**config.mk**
```make
export PLATFORM = sky130hd
export DESIGN_NAME = mla_core
export DESIGN_NICKNAME = d
export VERILOG_FILES = /design/src/pkg/mla_pkg.sv /design/src/rtl/mla_core.sv /design/src/rtl/mla_shift.sv
export SDC_FILE = /design/constraint.sdc
export NUM_CORES = 1
export LEC_CHECK = 0
export BUFFER_PORTS_ARGS = -buffer_cell sky130_fd_sc_hd__buf_4
export CAP_MARGIN = 20
export CORE_MARGIN = 10
export CORE_UTILIZATION = 45
export DETAILED_ROUTE_END_ITERATION = 10
export PLACE_DENSITY = 0.69
export REMOVE_ABC_BUFFERS = 1
export SETUP_SLACK_MARGIN = 0.5
export SYNTH_ARGS = -nofsm -noshare
export SYNTH_HDL_FRONTEND = slang
export SYNTH_SLANG_ARGS = --single-unit
```
**constraint.sdc**
```tcl
create_clock -name sys_clk -period 6.4 [get_ports sys_clk]
set_input_delay 1.28 -clock sys_clk [delete_from_list [all_inputs] [get_ports sys_clk]]
set_output_delay 1.28 -clock sys_clk [all_outputs]
set_load 0.02 [all_outputs]
```
**src/pkg/mla_pkg.sv**
```systemverilog
// Purpose: shared constants and types for the multiplicand load block
// Assumes: 16-bit data words, 32-bit accumulator and product
// Notes:   register offsets for the plain command port
package mla_pkg;
	// Register offsets on the command port
	localparam logic [3:0] MLA_OFS_CTRL   = 4'h0;
	localparam logic [3:0] MLA_OFS_ACC_LO = 4'h1;
	localparam logic [3:0] MLA_OFS_ACC_HI = 4'h2;
	localparam logic [3:0] MLA_OFS_FACTOR = 4'h3;
	localparam logic [3:0] MLA_OFS_PROD_LO = 4'h4;
	localparam logic [3:0] MLA_OFS_PROD_HI = 4'h5;
	localparam logic [3:0] MLA_OFS_STATUS = 4'h6;
	// Control field positions
	localparam int MLA_CTRL_PM_LSB  = 0;
	localparam int MLA_CTRL_SAT_BIT = 2;
	localparam int MLA_CTRL_CNF_BIT = 3;
	// Status field positions
	localparam int MLA_STAT_C_BIT  = 0;
	localparam int MLA_STAT_OV_BIT = 1;
	localparam int MLA_STAT_BSY_BIT = 2;
	// Reset values
	localparam logic [15:0] MLA_CTRL_RST = 16'h0000;
	// Memory map of the data space
	localparam logic [15:0] MLA_MMR_TOP  = 16'h0005;
	localparam logic [15:0] MLA_B2_LO    = 16'h0060;
	localparam logic [15:0] MLA_B2_HI    = 16'h007F;
	localparam logic [15:0] MLA_B0_LO    = 16'h0200;
	localparam logic [15:0] MLA_B1_HI    = 16'h03FF;
	localparam logic [15:0] MLA_B0_HI    = 16'h02FF;
	// Memory access latency, cycles
	localparam int MLA_MEM_LAT = 1;

	typedef enum logic [2:0] {
		MLA_OP_LOAD_FACTOR,
		MLA_OP_LOAD_ADD,
		MLA_OP_LOAD_ADD_MOVE,
		MLA_OP_LOAD_SUB,
		MLA_OP_LOAD_COPY,
		MLA_OP_MULACC
	} mla_op_t;

	// Instruction issued by the decoder
	typedef struct packed {
		logic        valid;
		mla_op_t     op;
		logic [15:0] dma;
		logic [15:0] pma;
		logic [7:0]  repeat_count;
	} mla_cmd_t;

	// Memory request toward data and program memory
	typedef struct packed {
		logic        rd;
		logic        wr;
		logic        prog;
		logic [15:0] addr;
		logic [15:0] wdata;
	} mla_mem_req_t;
endpackage : mla_pkg

```
**src/rtl/mla_core.sv**
```systemverilog
// Purpose: multiplicand load and accumulate datapath
// Assumes: memory answers a read one cycle after the request
// Notes:   decoder issues one command when busy is low
//
// Notes on behaviour
// - Load instructions copy the addressed data word into the factor register.
// - Load-add-move adds the mode-shifted product into the accumulator.
// - Load-add-move writes the data word to the next higher address.
// - Move allowed in block two and in block one except its last word, block zero only as data.
// - Move from last word of block zero into block one works while block zero is data.
// - No move for external memory or memory-mapped registers.
// - Load-add-move on external memory acts as plain load-and-add.
// - Multiply-accumulate takes a program address and a data address.
// - Multiply-accumulate multiplies operands and adds previous shifted product.
// - Repeated multiply-accumulate increments program address each iteration.
`timescale 1ns/1ns
`default_nettype none
module mla_core
	import mla_pkg::*;
(
	input  wire logic                  sys_clk,
	input  wire logic                  nrst,
	input  wire mla_pkg::mla_cmd_t     cmd,
	output logic                       busy,
	output mla_pkg::mla_mem_req_t      mem_req,
	input  wire logic [15:0]           mem_rdata,
	input  wire logic [3:0]            reg_addr,
	input  wire logic [15:0]           reg_wdata,
	input  wire logic                  reg_wr,
	input  wire logic                  reg_rd,
	output logic      [15:0]           reg_rdata
);
	import mla_pkg::*;

	typedef enum logic [2:0] {
		MLA_ST_IDLE,
		MLA_ST_FETCH_D,
		MLA_ST_FETCH_P,
		MLA_ST_EXEC,
		MLA_ST_MOVE
	} mla_state_t;

	typedef struct packed {
		mla_state_t    st;
		mla_op_t       op;
		logic [15:0]   dma;
		logic [15:0]   pma;
		logic [7:0]    rpt;
		logic [15:0]   dword;
		logic [15:0]   factor;
		logic [31:0]   prod;
		logic [31:0]   acc;
		logic          carry;
		logic          excess_flag;
		logic [15:0]   ctrl;
		logic [15:0]   rdata;
		mla_mem_req_t  req;
	} mla_state_s_t;

	mla_state_s_t r;
	mla_state_s_t next_r;
	logic [31:0]  shifted;
	logic [1:0]   product_shift_mode;
	logic         saturation_enable;
	logic         block_zero_program_select;
	logic         move_ok;
	logic [32:0]  sum;
	logic [31:0]  addend;
	logic         ovf;

	assign product_shift_mode        = r.ctrl[MLA_CTRL_PM_LSB +: 2];
	assign saturation_enable         = r.ctrl[MLA_CTRL_SAT_BIT];
	assign block_zero_program_select = r.ctrl[MLA_CTRL_CNF_BIT];
	assign busy      = (r.st != MLA_ST_IDLE);
	assign mem_req   = r.req;
	assign reg_rdata = r.rdata;

	// Product shifter
	mla_shift u_shift (
		.product            (r.prod),
		.product_shift_mode (product_shift_mode),
		.shifted            (shifted)
	);

	////////////////////////////////////////////////////////////////////
	// Move eligibility by address region
	// block region check
	always_comb begin
		move_ok = 1'b0;
		if (r.dma >= MLA_B2_LO && r.dma <= MLA_B2_HI)
			move_ok = 1'b1;
		else if (r.dma >= MLA_B0_LO && r.dma <= MLA_B0_HI)
			move_ok = !block_zero_program_select;
		else if (r.dma > MLA_B0_HI && r.dma < MLA_B1_HI)
			move_ok = 1'b1;
		if (r.dma <= MLA_MMR_TOP)
			move_ok = 1'b0;
	end

	// Accumulator adder, subtract for load-and-subtract
	// subtract shifted product
	always_comb begin
		addend = (r.op == MLA_OP_LOAD_SUB) ? ~shifted : shifted;
		sum    = {1'b0, r.acc} + {1'b0, addend} + {32'h0, (r.op == MLA_OP_LOAD_SUB)};
		ovf    = (r.acc[31] == addend[31]) && (sum[31] != r.acc[31]);
	end

	////////////////////////////////////////////////////////////////////
	// Next state
	always_comb begin
		next_r         = r;
		next_r.req.rd  = 1'b0;
		next_r.req.wr  = 1'b0;
		next_r.rdata   = 16'h0000;
		// Register writes
		if (reg_wr) begin
			case (reg_addr)
				MLA_OFS_CTRL:    next_r.ctrl = reg_wdata;
				MLA_OFS_ACC_LO:  next_r.acc[15:0] = reg_wdata;
				MLA_OFS_ACC_HI:  next_r.acc[31:16] = reg_wdata;
				MLA_OFS_FACTOR:  next_r.factor = reg_wdata;
				MLA_OFS_PROD_LO: next_r.prod[15:0] = reg_wdata;
				MLA_OFS_PROD_HI: next_r.prod[31:16] = reg_wdata;
				default: ;
			endcase
		end
		// Register reads, unmapped reads zero
		if (reg_rd) begin
			case (reg_addr)
				MLA_OFS_CTRL:    next_r.rdata = r.ctrl;
				MLA_OFS_ACC_LO:  next_r.rdata = r.acc[15:0];
				MLA_OFS_ACC_HI:  next_r.rdata = r.acc[31:16];
				MLA_OFS_FACTOR:  next_r.rdata = r.factor;
				MLA_OFS_PROD_LO: next_r.rdata = r.prod[15:0];
				MLA_OFS_PROD_HI: next_r.rdata = r.prod[31:16];
				MLA_OFS_STATUS:  next_r.rdata = {13'h0, busy, r.excess_flag, r.carry};
				default:         next_r.rdata = 16'h0000;
			endcase
		end
		case (r.st)
			MLA_ST_IDLE: begin
				if (cmd.valid) begin
					next_r.op       = cmd.op;
					next_r.dma      = cmd.dma;
					next_r.pma      = cmd.pma;
					next_r.rpt      = cmd.repeat_count;
					next_r.req.rd   = 1'b1;
					next_r.req.prog = 1'b0;
					next_r.req.addr = cmd.dma;
					next_r.st       = MLA_ST_FETCH_D;
				end
			end
			MLA_ST_FETCH_D: begin
				next_r.dword = mem_rdata;
				if (r.op == MLA_OP_MULACC) begin
					next_r.req.rd   = 1'b1;
					next_r.req.prog = 1'b1;
					next_r.req.addr = r.pma;
					next_r.st       = MLA_ST_FETCH_P;
				end else begin
					next_r.st = MLA_ST_EXEC;
				end
			end
			MLA_ST_FETCH_P: begin
				next_r.acc = sum[31:0];
				next_r.carry = sum[32];
				if (ovf)
					next_r.excess_flag = 1'b1;
				if (ovf && saturation_enable)
					next_r.acc = r.acc[31] ? 32'h80000000 : 32'h7FFFFFFF;
				next_r.factor = r.dword;
				next_r.prod   = 32'($signed(r.dword)) * 32'($signed(mem_rdata));
				if (r.rpt != 8'h00) begin
					next_r.rpt      = r.rpt - 8'h01;
					next_r.pma      = r.pma + 16'h0001;
					next_r.req.rd   = 1'b1;
					next_r.req.prog = 1'b0;
					next_r.req.addr = r.dma;
					next_r.st       = MLA_ST_FETCH_D;
				end else begin
					next_r.st = MLA_ST_IDLE;
				end
			end
			MLA_ST_EXEC: begin
				next_r.factor = r.dword;
				next_r.st     = MLA_ST_IDLE;
				case (r.op)
					MLA_OP_LOAD_ADD, MLA_OP_LOAD_ADD_MOVE, MLA_OP_LOAD_SUB: begin
						next_r.acc   = sum[31:0];
						next_r.carry = (r.op == MLA_OP_LOAD_SUB) ? sum[32] : sum[32];
						if (ovf)
							next_r.excess_flag = 1'b1;
						if (ovf && saturation_enable)
							next_r.acc = r.acc[31] ? 32'h80000000 : 32'h7FFFFFFF;
					end
					MLA_OP_LOAD_COPY: next_r.acc = shifted;
					default: ;
				endcase
				if (r.op == MLA_OP_LOAD_ADD_MOVE && move_ok) begin
					next_r.req.wr    = 1'b1;
					next_r.req.prog  = 1'b0;
					next_r.req.addr  = r.dma + 16'h0001;
					next_r.req.wdata = r.dword;
					next_r.st        = MLA_ST_MOVE;
				end
			end
			MLA_ST_MOVE: next_r.st = MLA_ST_IDLE;
			default: next_r.st = MLA_ST_IDLE;
		endcase
	end

	////////////////////////////////////////////////////////////////////
	// State register
	always_ff @(posedge sys_clk or negedge nrst) begin
		if (!nrst) begin
			r <= '0;
			r.ctrl <= MLA_CTRL_RST;
			r.st <= MLA_ST_IDLE;
		end else begin
			r <= next_r;
		end
	end

	////////////////////////////////////////////////////////////////////
	// Assertions
	a_factor_load: assert property (@(posedge sys_clk) disable iff (!nrst)
		(r.st == MLA_ST_EXEC) |=> (r.factor == $past(r.dword)))
		else $error("factor not loaded");
	a_copy_flags: assert property (@(posedge sys_clk) disable iff (!nrst)
		(r.st == MLA_ST_EXEC && r.op == MLA_OP_LOAD_COPY) |=>
		($stable(r.carry) && $stable(r.excess_flag)))
		else $error("copy changed flags");
	a_move_addr: assert property (@(posedge sys_clk) disable iff (!nrst)
		(r.req.wr) |-> (r.req.addr == r.dma + 16'h0001 && r.req.wdata == r.dword))
		else $error("move address wrong");
	a_move_region: assert property (@(posedge sys_clk) disable iff (!nrst)
		(r.req.wr) |-> (r.dma > MLA_MMR_TOP))
		else $error("move into mapped area");
	a_no_move_plain: assert property (@(posedge sys_clk) disable iff (!nrst)
		(r.st == MLA_ST_EXEC && r.op != MLA_OP_LOAD_ADD_MOVE) |=> !r.req.wr)
		else $error("unexpected move");
	a_b0_prog: assert property (@(posedge sys_clk) disable iff (!nrst)
		(r.req.wr && r.dma >= MLA_B0_LO && r.dma <= MLA_B0_HI) |-> !block_zero_program_select)
		else $error("move in program block");
	a_pma_step: assert property (@(posedge sys_clk) disable iff (!nrst)
		(r.st == MLA_ST_FETCH_P && r.rpt != 8'h00) |=> (r.pma == $past(r.pma) + 16'h0001))
		else $error("table address not stepped");
	a_mac_fetch: assert property (@(posedge sys_clk) disable iff (!nrst)
		(r.st == MLA_ST_FETCH_D && r.op == MLA_OP_MULACC) |=>
		(r.req.rd && r.req.prog && r.st == MLA_ST_FETCH_P))
		else $error("no table fetch");
	a_mac_done: assert property (@(posedge sys_clk) disable iff (!nrst)
		(r.st == MLA_ST_FETCH_P && r.rpt == 8'h00) |=> (r.st == MLA_ST_IDLE))
		else $error("mac did not finish");

	// Accumulator and move results, checked against the operands of the previous cycle
	// plain add sum
	a_add_sum: assert property (@(posedge sys_clk) disable iff (!nrst)
		(r.st == MLA_ST_EXEC && r.op == MLA_OP_LOAD_ADD && !ovf) |=>
		(r.acc == $past(r.acc) + $past(shifted)))
		else $error("add result wrong");
	a_move_sum: assert property (@(posedge sys_clk) disable iff (!nrst)
		(r.st == MLA_ST_EXEC && r.op == MLA_OP_LOAD_ADD_MOVE && !ovf) |=>
		(r.acc == $past(r.acc) + $past(shifted)))
		else $error("move add result wrong");
	a_sub_diff: assert property (@(posedge sys_clk) disable iff (!nrst)
		(r.st == MLA_ST_EXEC && r.op == MLA_OP_LOAD_SUB && !ovf) |=>
		(r.acc == $past(r.acc) - $past(shifted)))
		else $error("subtract result wrong");
	a_sub_clamp: assert property (@(posedge sys_clk) disable iff (!nrst)
		(r.st == MLA_ST_EXEC && r.op == MLA_OP_LOAD_SUB && ovf && saturation_enable) |=>
		((r.acc == 32'h80000000 || r.acc == 32'h7FFFFFFF) && r.excess_flag))
		else $error("subtract not clamped");
	a_copy_value: assert property (@(posedge sys_clk) disable iff (!nrst)
		(r.st == MLA_ST_EXEC && r.op == MLA_OP_LOAD_COPY) |=>
		(r.acc == $past(shifted)))
		else $error("copy result wrong");
	a_edge_move: assert property (@(posedge sys_clk) disable iff (!nrst)
		(r.st == MLA_ST_EXEC && r.op == MLA_OP_LOAD_ADD_MOVE && r.dma == MLA_B0_HI &&
		!block_zero_program_select) |=> (r.req.wr && r.req.addr == MLA_B0_HI + 16'h0001))
		else $error("boundary move missing");
	a_ext_plain: assert property (@(posedge sys_clk) disable iff (!nrst)
		(r.st == MLA_ST_EXEC && r.op == MLA_OP_LOAD_ADD_MOVE && r.dma > MLA_B1_HI) |=>
		(!r.req.wr && r.st == MLA_ST_IDLE))
		else $error("external operand moved");
	a_b2_move: assert property (@(posedge sys_clk) disable iff (!nrst)
		(r.st == MLA_ST_EXEC && r.op == MLA_OP_LOAD_ADD_MOVE && r.dma >= MLA_B2_LO &&
		r.dma <= MLA_B2_HI) |=> r.req.wr)
		else $error("block two move missing");
	a_mac_sum: assert property (@(posedge sys_clk) disable iff (!nrst)
		(r.st == MLA_ST_FETCH_P && !ovf) |=>
		(r.acc == $past(r.acc) + $past(shifted)))
		else $error("mac sum wrong");
endmodule : mla_core
`default_nettype wire

```
**src/rtl/mla_shift.sv**
```systemverilog
// Purpose: product shifter driven by the product shift mode
// Assumes: 32-bit product in two's complement
// Notes:   purely combinational
`timescale 1ns/1ns
`default_nettype none
module mla_shift (
	input  wire logic [31:0] product,
	input  wire logic [1:0]  product_shift_mode,
	output logic      [31:0] shifted
);
	// Mode 0 none, 1 left 1, 2 left 4, 3 right 6 arithmetic
	always_comb begin
		case (product_shift_mode)
			2'h1:    shifted = {product[30:0], 1'b0};
			2'h2:    shifted = {product[27:0], 4'h0};
			2'h3:    shifted = {{6{product[31]}}, product[31:6]};
			default: shifted = product;
		endcase
	end
endmodule : mla_shift
`default_nettype wire

```
==> impl_metrics.csv, run 1 <==
group,metric,value,unit
setup_path,worstSetupStartpointType,"input pin",
detailed_routing,drt-total-wl,82000,um
sta,relSlewSlack,27.5,%
grt,grt_pass1_vias,22483,
detailed_routing,wire_per_inst,22.1,um
status,status,"finished clean",
cts,clk_pin_slew,60,ps
detailed_routing,drc_errors,0,
sta,fmax,160,MHz
synth,synth_area_leaders,"dfrtp_1, fa_1, ha_1",
setup_path,crit_arrival,6720,ps
synth,synthesis.area,24900,sq um
cts,cts_tree,"done",
final_layout,areaGrowthSynthToFinish,17.2,%
placed_design,place_congestion,0.976,
floorplanning,core,54900,sq um
hold_path,hp-class,"reg -> reg",
sta,worst_pin_slew,1080,ps
final_layout,fillCellCount,4995,
setup_path,endpoint_kind,"flop",
placed_design,placed_cell_area,27200,sq um
cts,insertion_delay,590,ps
grt,use_met3,4.27,%
placed_design,portBuffers,135,
synth,synth_top_family_by_area,"adder cells",
sta,finalCritPeriodShare,97.4,%
grt,grt_pass1_wl,129000,um
synth,yosys.area.top_type_share,21.2,%
detailed_routing,num_vias,21660,
floorplanning,die_h,255,um
synth,yosys.area_share.simple,14.5,%
synth,synth_edf_count,0,
cts,root_buffer,"clkbuf_16",
floorplanning,start_util,45.3,%
flow_run,drv_cap,0,
setup_path,crit_type,"in -> reg",
floorplanning,die_area,65000,sq um
cts,cts-buffers-inserted,28,
synth,synthCells,2815,
final_layout,fin_nets,3447,
grt,gr-usage-met1,32.9,%
synth,synth-async-reset-ratio,100,%
sta,fin_crit,6240,ps
synth,synth_ff_type,"dfrtp_1",
setup_path,worstPathMaxFanout,5,
sta,slew_viol_final,0,
final_layout,regArea,5290,sq um
cts,clk_path_buf_depth,3,
cts,ctsHoldBuffers,0,
synth,ys_seq_area_share,21.2,%
grt,grt.busiest_layer,"met2",
floorplanning,num_rows,86,
synth,muxShareOfSynthArea,7.96,%
synth,yosys.area.top_type,"dfrtp_1",
final_layout,drive_gt1_share,21.0,%
sta,tns,0,ps
synth,synth_xor_area_share,3.35,%
detailed_routing,ant_nets,0,
grt,grt.met2_usage,41.0,%
sta,hold_violations,0,
sta,rsz0062_at_grt,"yes",
synth,synth-compound-area-share,16.1,%
final_layout,multiInputGateArea,17700,sq um
synth,synthAdderAreaFrac,27.1,%
sta,finalSetupViolCount,0,
cts,clock-sinks,211,
detailed_routing,viasPerCell,5.84,
detailed_routing,drt-initial-drc-count,1966,
grt,grt_max_degree,111,
sta,finClkSkew,23.5,ps
final_layout,fin_util,53.1,%
synth,avgSynthCellArea,8.83,sq um
floorplanning,chipWidth,255,um
detailed_routing,dr.pass1.iters,6,
grt,grt_overflow,0,
setup_path,cp.required,6880,ps
cts,htree_levels,1,
placed_design,hpwlAfterDp,62400,um
synth,synth-seq-cells,211,
grt,antenna_found_initial,0,
synth,ys_warn_count,0,
synth,synthDistinctLibCells,83,
grt,track_usage,25.2,%
floorplanning,pin_count,136,
final_layout,stdcell_area,29100,sq um
per-stage QoR:
step,hold slack (ps),instances,setup WS (ps)
floorplan,428,2605,-565
finish,471,3708,164
detailed placement,461,3632,-886
global route,505,3707,-17.2
global placement,454,3631,-739
CTS,477,3702,169
sequential cells by signal, indices dropped and copies added (netlist names):
register,flops
product_shift_mode,2
block_zero_program_select,1
mem_req,35
reg_rdata,16
r,157
area by class of cell:
class	count	share of cell area (%)
Inverter	372	4.81
Timing Repair Buffer	347	9.82
Antenna cell	1	0.00859
Tap cell	704	3.02
Clock inverter	15	0.554
Sequential cell	211	18.1
Clock buffer	36	2.71
Multi-Input combinational cell	2022	60.9
logic make-up after synthesis:
group           Yosys count
mux                     155
xor+xnor                 95
simple gates            761
fa+ha+maj               381
compound gates          630
flops                   211
buf+inv                 582
worst max-delay path, cell delays in order:
cell      delay [ps]
buf_8            110
and2_4           150
fa_2             640
inv_4             70
fa_1             520
inv_2             40
fa_1             550
fa_1             450
fa_1             510
inv_2             40
fa_1             510
inv_2             50
ha_4             210
a21o_1           170
a21o_1           160
a21oi_2          140
o21a_1           170
o31ai_4          100
buf_6            130
a211oi_4         230
o21bai_2         130
buf_4            170
a211oi_4         180
cell usage in the layout (no fill, tap or decap), drive strengths merged, types with 10 or more instances in the layout:
master	synthesis	final
inv	371	372
buf	78	347
nand2	340	340
fa	263	263
dfrtp	211	211
o21ai	206	206
and2	138	138
a21oi	127	127
nor2	119	119
ha	118	118
xnor2	81	81
mux2i	77	77
a22oi	53	53
mux2	49	49
nand3	41	41
a21o	37	37
clkbuf	132	36
a31oi	34	34
nor3	30	30
mux4	29	29
o22ai	27	27
a221oi	24	24
nand2b	23	23
and3	20	20
a211oi	16	16
xor2	14	14
o21bai	11	11
o31ai	10	10
layer usage:
| metal | vias to the layer above | part of all wire (%) |
|---|---|---|
| met5 | - | 0 |
| met4 | 0 | 4.7 |
| met3 | 228 | 8.5 |
| met2 | 1005 | 46 |
| met1 | 10697 | 41 |
| li1 | 9730 | - |
Yosys cell counts, types with 9 or more instances:
| master | n |
|---|---|
| mux2i_1 | 77 |
| o21ai_1 | 9 |
| a21o_1 | 37 |
| o21bai_1 | 11 |
| a21oi_1 | 127 |
| buf_4 | 51 |
| a221oi_1 | 23 |
| mux2_2 | 49 |
| xnor2_1 | 81 |
| a22oi_1 | 53 |
| o31ai_1 | 10 |
| inv_1 | 371 |
| and2_1 | 137 |
| nor2_1 | 119 |
| a31oi_1 | 34 |
| fa_1 | 263 |
| mux4_2 | 28 |
| clkbuf_1 | 132 |
| o21a_1 | 9 |
| buf_1 | 16 |
| a211oi_1 | 14 |
| nand2_1 | 339 |
| nand2b_1 | 23 |
| o21ai_0 | 196 |
| ha_1 | 118 |
| nand3_1 | 41 |
| and3_1 | 20 |
| o22ai_1 | 27 |
| xor2_1 | 14 |
| nor3_1 | 30 |
| dfrtp_1 | 211 |
timing repair:
action | CTS | global route
buffers inserted | 18 | 3
gates resized for setup | 145 | 55
pin swaps | 148 | 32
cloned | 1 | 0
setup endpoints to repair | 19 | 19
path summary, 6_finish.rpt:
path	from	end	slack [ps]	depth (start not counted)
setup / recovery	mem_rdata[3]	r[130]	160	23
hold / removal	mem_req[3]	mem_req[3]	470	2
setup reg to reg	r[159]	r[130]	320	21
hold reg to reg	mem_req[3]	mem_req[3]	470	2
max in group asynchronous	nrst	r[154]	4420	2
min in group asynchronous	nrst	mem_req[30]	760	1
Power of run 1 is left out: the tool's default activity adds up to more than one toggle a clock period on the data nets, which glitch-free logic cannot reach.
==> run 2: changes to the inputs <==
--- a/config.mk
+++ b/config.mk
@@ -5,8 +5,8 @@
 export SDC_FILE = /design/constraint.sdc
 export NUM_CORES = 1
 export LEC_CHECK = 0
+export ABC_AREA = 1
 export BUFFER_PORTS_ARGS = -buffer_cell sky130_fd_sc_hd__buf_4
-export CAP_MARGIN = 20
 export CORE_MARGIN = 10
 export CORE_UTILIZATION = 45
 export DETAILED_ROUTE_END_ITERATION = 10
==> run 2 against run 1 <==
Compared with the run above:
- highest routed layer is now met5
- largest cell class unchanged
- wire length up 2.2%
- critical path type unchanged
- critical endpoint is now r[128]
- sequential share of layout area down 0.25 points
- global-route usage up 0.60 points
==> impl_metrics.csv, run 2 <==
group,metric,value,unit
floorplanning,pin_count,136,
sta,slew_viol_final,0,
setup_path,reg2reg_slack,430,ps
sta,relSlewSlack,27.8,%
setup_path,worstPathMaxFanout,8,
placed_design,placed_cell_area,27200,sq um
grt,grt_max_degree,109,
sta,fmax,165,MHz
final_layout,drive_gt1_share,19.5,%
synth,synthDistinctLibCells,56,
cts,clk_pin_slew,60,ps
detailed_routing,drc_errors,0,
flow_run,drv_cap,0,
synth,synth.most_common_cell,"nand2_1",
floorplanning,die_area,64700,sq um
grt,antenna_found_initial,1,
final_layout,top_register,"r",
cts,insertion_delay,590,ps
sta,finalSetupViolCount,0,
cts,cts_tree,"done",
sta,finClkSkew,34.8,ps
synth,ys_warn_count,0,
sta,fin_crit,6070,ps
grt,track_usage,25.8,%
synth,synthCells,3301,
synth,synth-async-reset-ratio,100,%
placed_design,portBuffers,135,
setup_path,crit_type,"in -> reg",
sta,rsz0062_at_grt,"yes",
status,status,"finished clean",
grt,grt_pass1_vias,23627,
synth,synth_area_leaders,"dfrtp_1, fa_1, nand2_1",
detailed_routing,wire_per_inst,19.9,um
setup_path,crit_arrival,6500,ps
grt,grt_pass1_wl,132000,um
hold_path,hp-class,"reg -> reg",
synth,synth_edf_count,0,
cts,htree_levels,1,
detailed_routing,drt-initial-drc-count,2440,
floorplanning,core,54100,sq um
setup_path,cp.required,6840,ps
synth,yosys.area.top_type_share,21.3,%
floorplanning,die_h,254,um
cts,clk_path_buf_depth,3,
detailed_routing,num_vias,23164,
final_layout,fin_nets,3957,
sta,worst_pin_slew,1080,ps
cts,clock-sinks,211,
synth,avgSynthCellArea,7.49,sq um
synth,synthesis.area,24700,sq um
floorplanning,num_rows,85,
setup_path,endpoint_kind,"flop",
final_layout,stdcell_area,29500,sq um
floorplanning,start_util,45.7,%
detailed_routing,ant_nets,0,
placed_design,hpwlAfterDp,64300,um
placed_design,place_congestion,0.991,
grt,grt_overflow,0,
synth,synth_ff_type,"dfrtp_1",
setup_path,worstSetupStartpointType,"input pin",
cts,cts-buffers-inserted,28,
final_layout,areaGrowthSynthToFinish,19.3,%
detailed_routing,viasPerCell,5.50,
synth,synth_common_cells,"nand2_1, inv_1, fa_1",
detailed_routing,dr.pass1.iters,8,
synth,synth-seq-cells,211,
synth,yosys.area.top_type,"dfrtp_1",
floorplanning,chipWidth,254,um
cts,root_buffer,"clkbuf_16",
sta,finalCritPeriodShare,94.8,%
sta,hold_violations,0,
final_layout,final_common_cell,"nand2_1",
final_layout,largest_reg_flops,157,
detailed_routing,drt-total-wl,83800,um
final_layout,most-common-layout-cells,"nand2_1, inv_1, buf_4",
synth,ys_seq_area_share,21.3,%
## run 2: cell count changes in the layout (fill, tap and decap cells not counted), moves of 34 or more
cell     before  now
inv_1       343  629
nand2_1     330  672
xnor2_1      79   31
xor2_1       13   51
mux2_2       49    4
nor2_1      113  157
inv_2        26   73
a21oi_1     118  162
and2_1      119    0
nand3_1      40   99
a22oi_1      53   19
mux2i_1      77    0
## run 2: logic make-up after synthesis
kind of cell | after synthesis | synth area share [%]
compound gates | 646 | 15.6
xor+xnor | 83 | 2.94
fa+ha+maj | 381 | 27.3
buf+inv | 917 | 14.9
flops | 211 | 21.3
mux | 4 | 0.182
simple gates | 1059 | 17.7
## run 2: worst max-delay path, cell delays in order
cell and delay [ps]:
buf_12 100, nand2_2 70, fa_2 610, inv_2 50
fa_1 510, buf_12 170, fa_1 570, fa_1 460
fa_1 530, inv_2 40, fa_1 540, inv_2 50
ha_4 220, buf_6 120, a21oi_4 160, inv_2 50
a21oi_2 120, buf_4 120, o21a_1 160, nand3_2 100
nor2_1 130, nand3b_1 210, a31oi_1 110
## run 2: repair_timing
item | in CTS | in global routing
pin swaps | 135 | 109
resized for setup | 179 | 138
setup buffers | 19 | 10
endpoints found under the hold margin | 0 | 0
hold buffers | 0 | 0
cloned | 2 | 1
endpoints found under the setup margin | 19 | 20
## run 2: final timing paths
| path | startpoint | endpoint | depth (start not counted) |
|---|---|---|---|
| max in group asynchronous | nrst | r[164] | 2 |
| min | mem_req[6] | mem_req[6] | 2 |
| max reg2reg | r[164] | r[128] | 24 |
| max | mem_rdata[6] | r[128] | 23 |
| min in group asynchronous | nrst | r[98] | 1 |
| min reg2reg | mem_req[6] | mem_req[6] | 2 |
## run 2: metal layers
metal | vias up | share of wire, % | global-route usage, %
li1 | 10712 | - | -
met1 | 11197 | 41 | 34.0
met2 | 1034 | 47 | 42.5
met3 | 219 | 7.5 | 3.17
met4 | 2 | 4.4 | 10.1
met5 | - | 0.018 | 0
## run 2: final cells by class
cell class | instances | area (sq um)
antenna | 1 | 2.50
clock inverter | 11 | 88.8
tap | 696 | 871
sequential | 211 | 5280
timing repair buffer | 371 | 3120
clock buffer | 38 | 788
inverter | 707 | 2660
multi-input combinational | 2173 | 16700
fill | 4933 | 24600
## run 2: per-stage QoR
step           hold WS [ps]  instances  setup WS, ps  util [%]  setup TNS [ps]
3_5_place_dp            465       4126          -616      50.3           -7880
3_3_place_gp            462       4126          -524      50.3           -6620
4_1_cts                 482       4196           491      53.6               0
6_report                479       4208           335      54.5               0
2_1_floorplan           437       3091          -354         -            -875
5_1_grt                 493       4207           252      54.5               0
Power of run 2 is left out for the same reason.
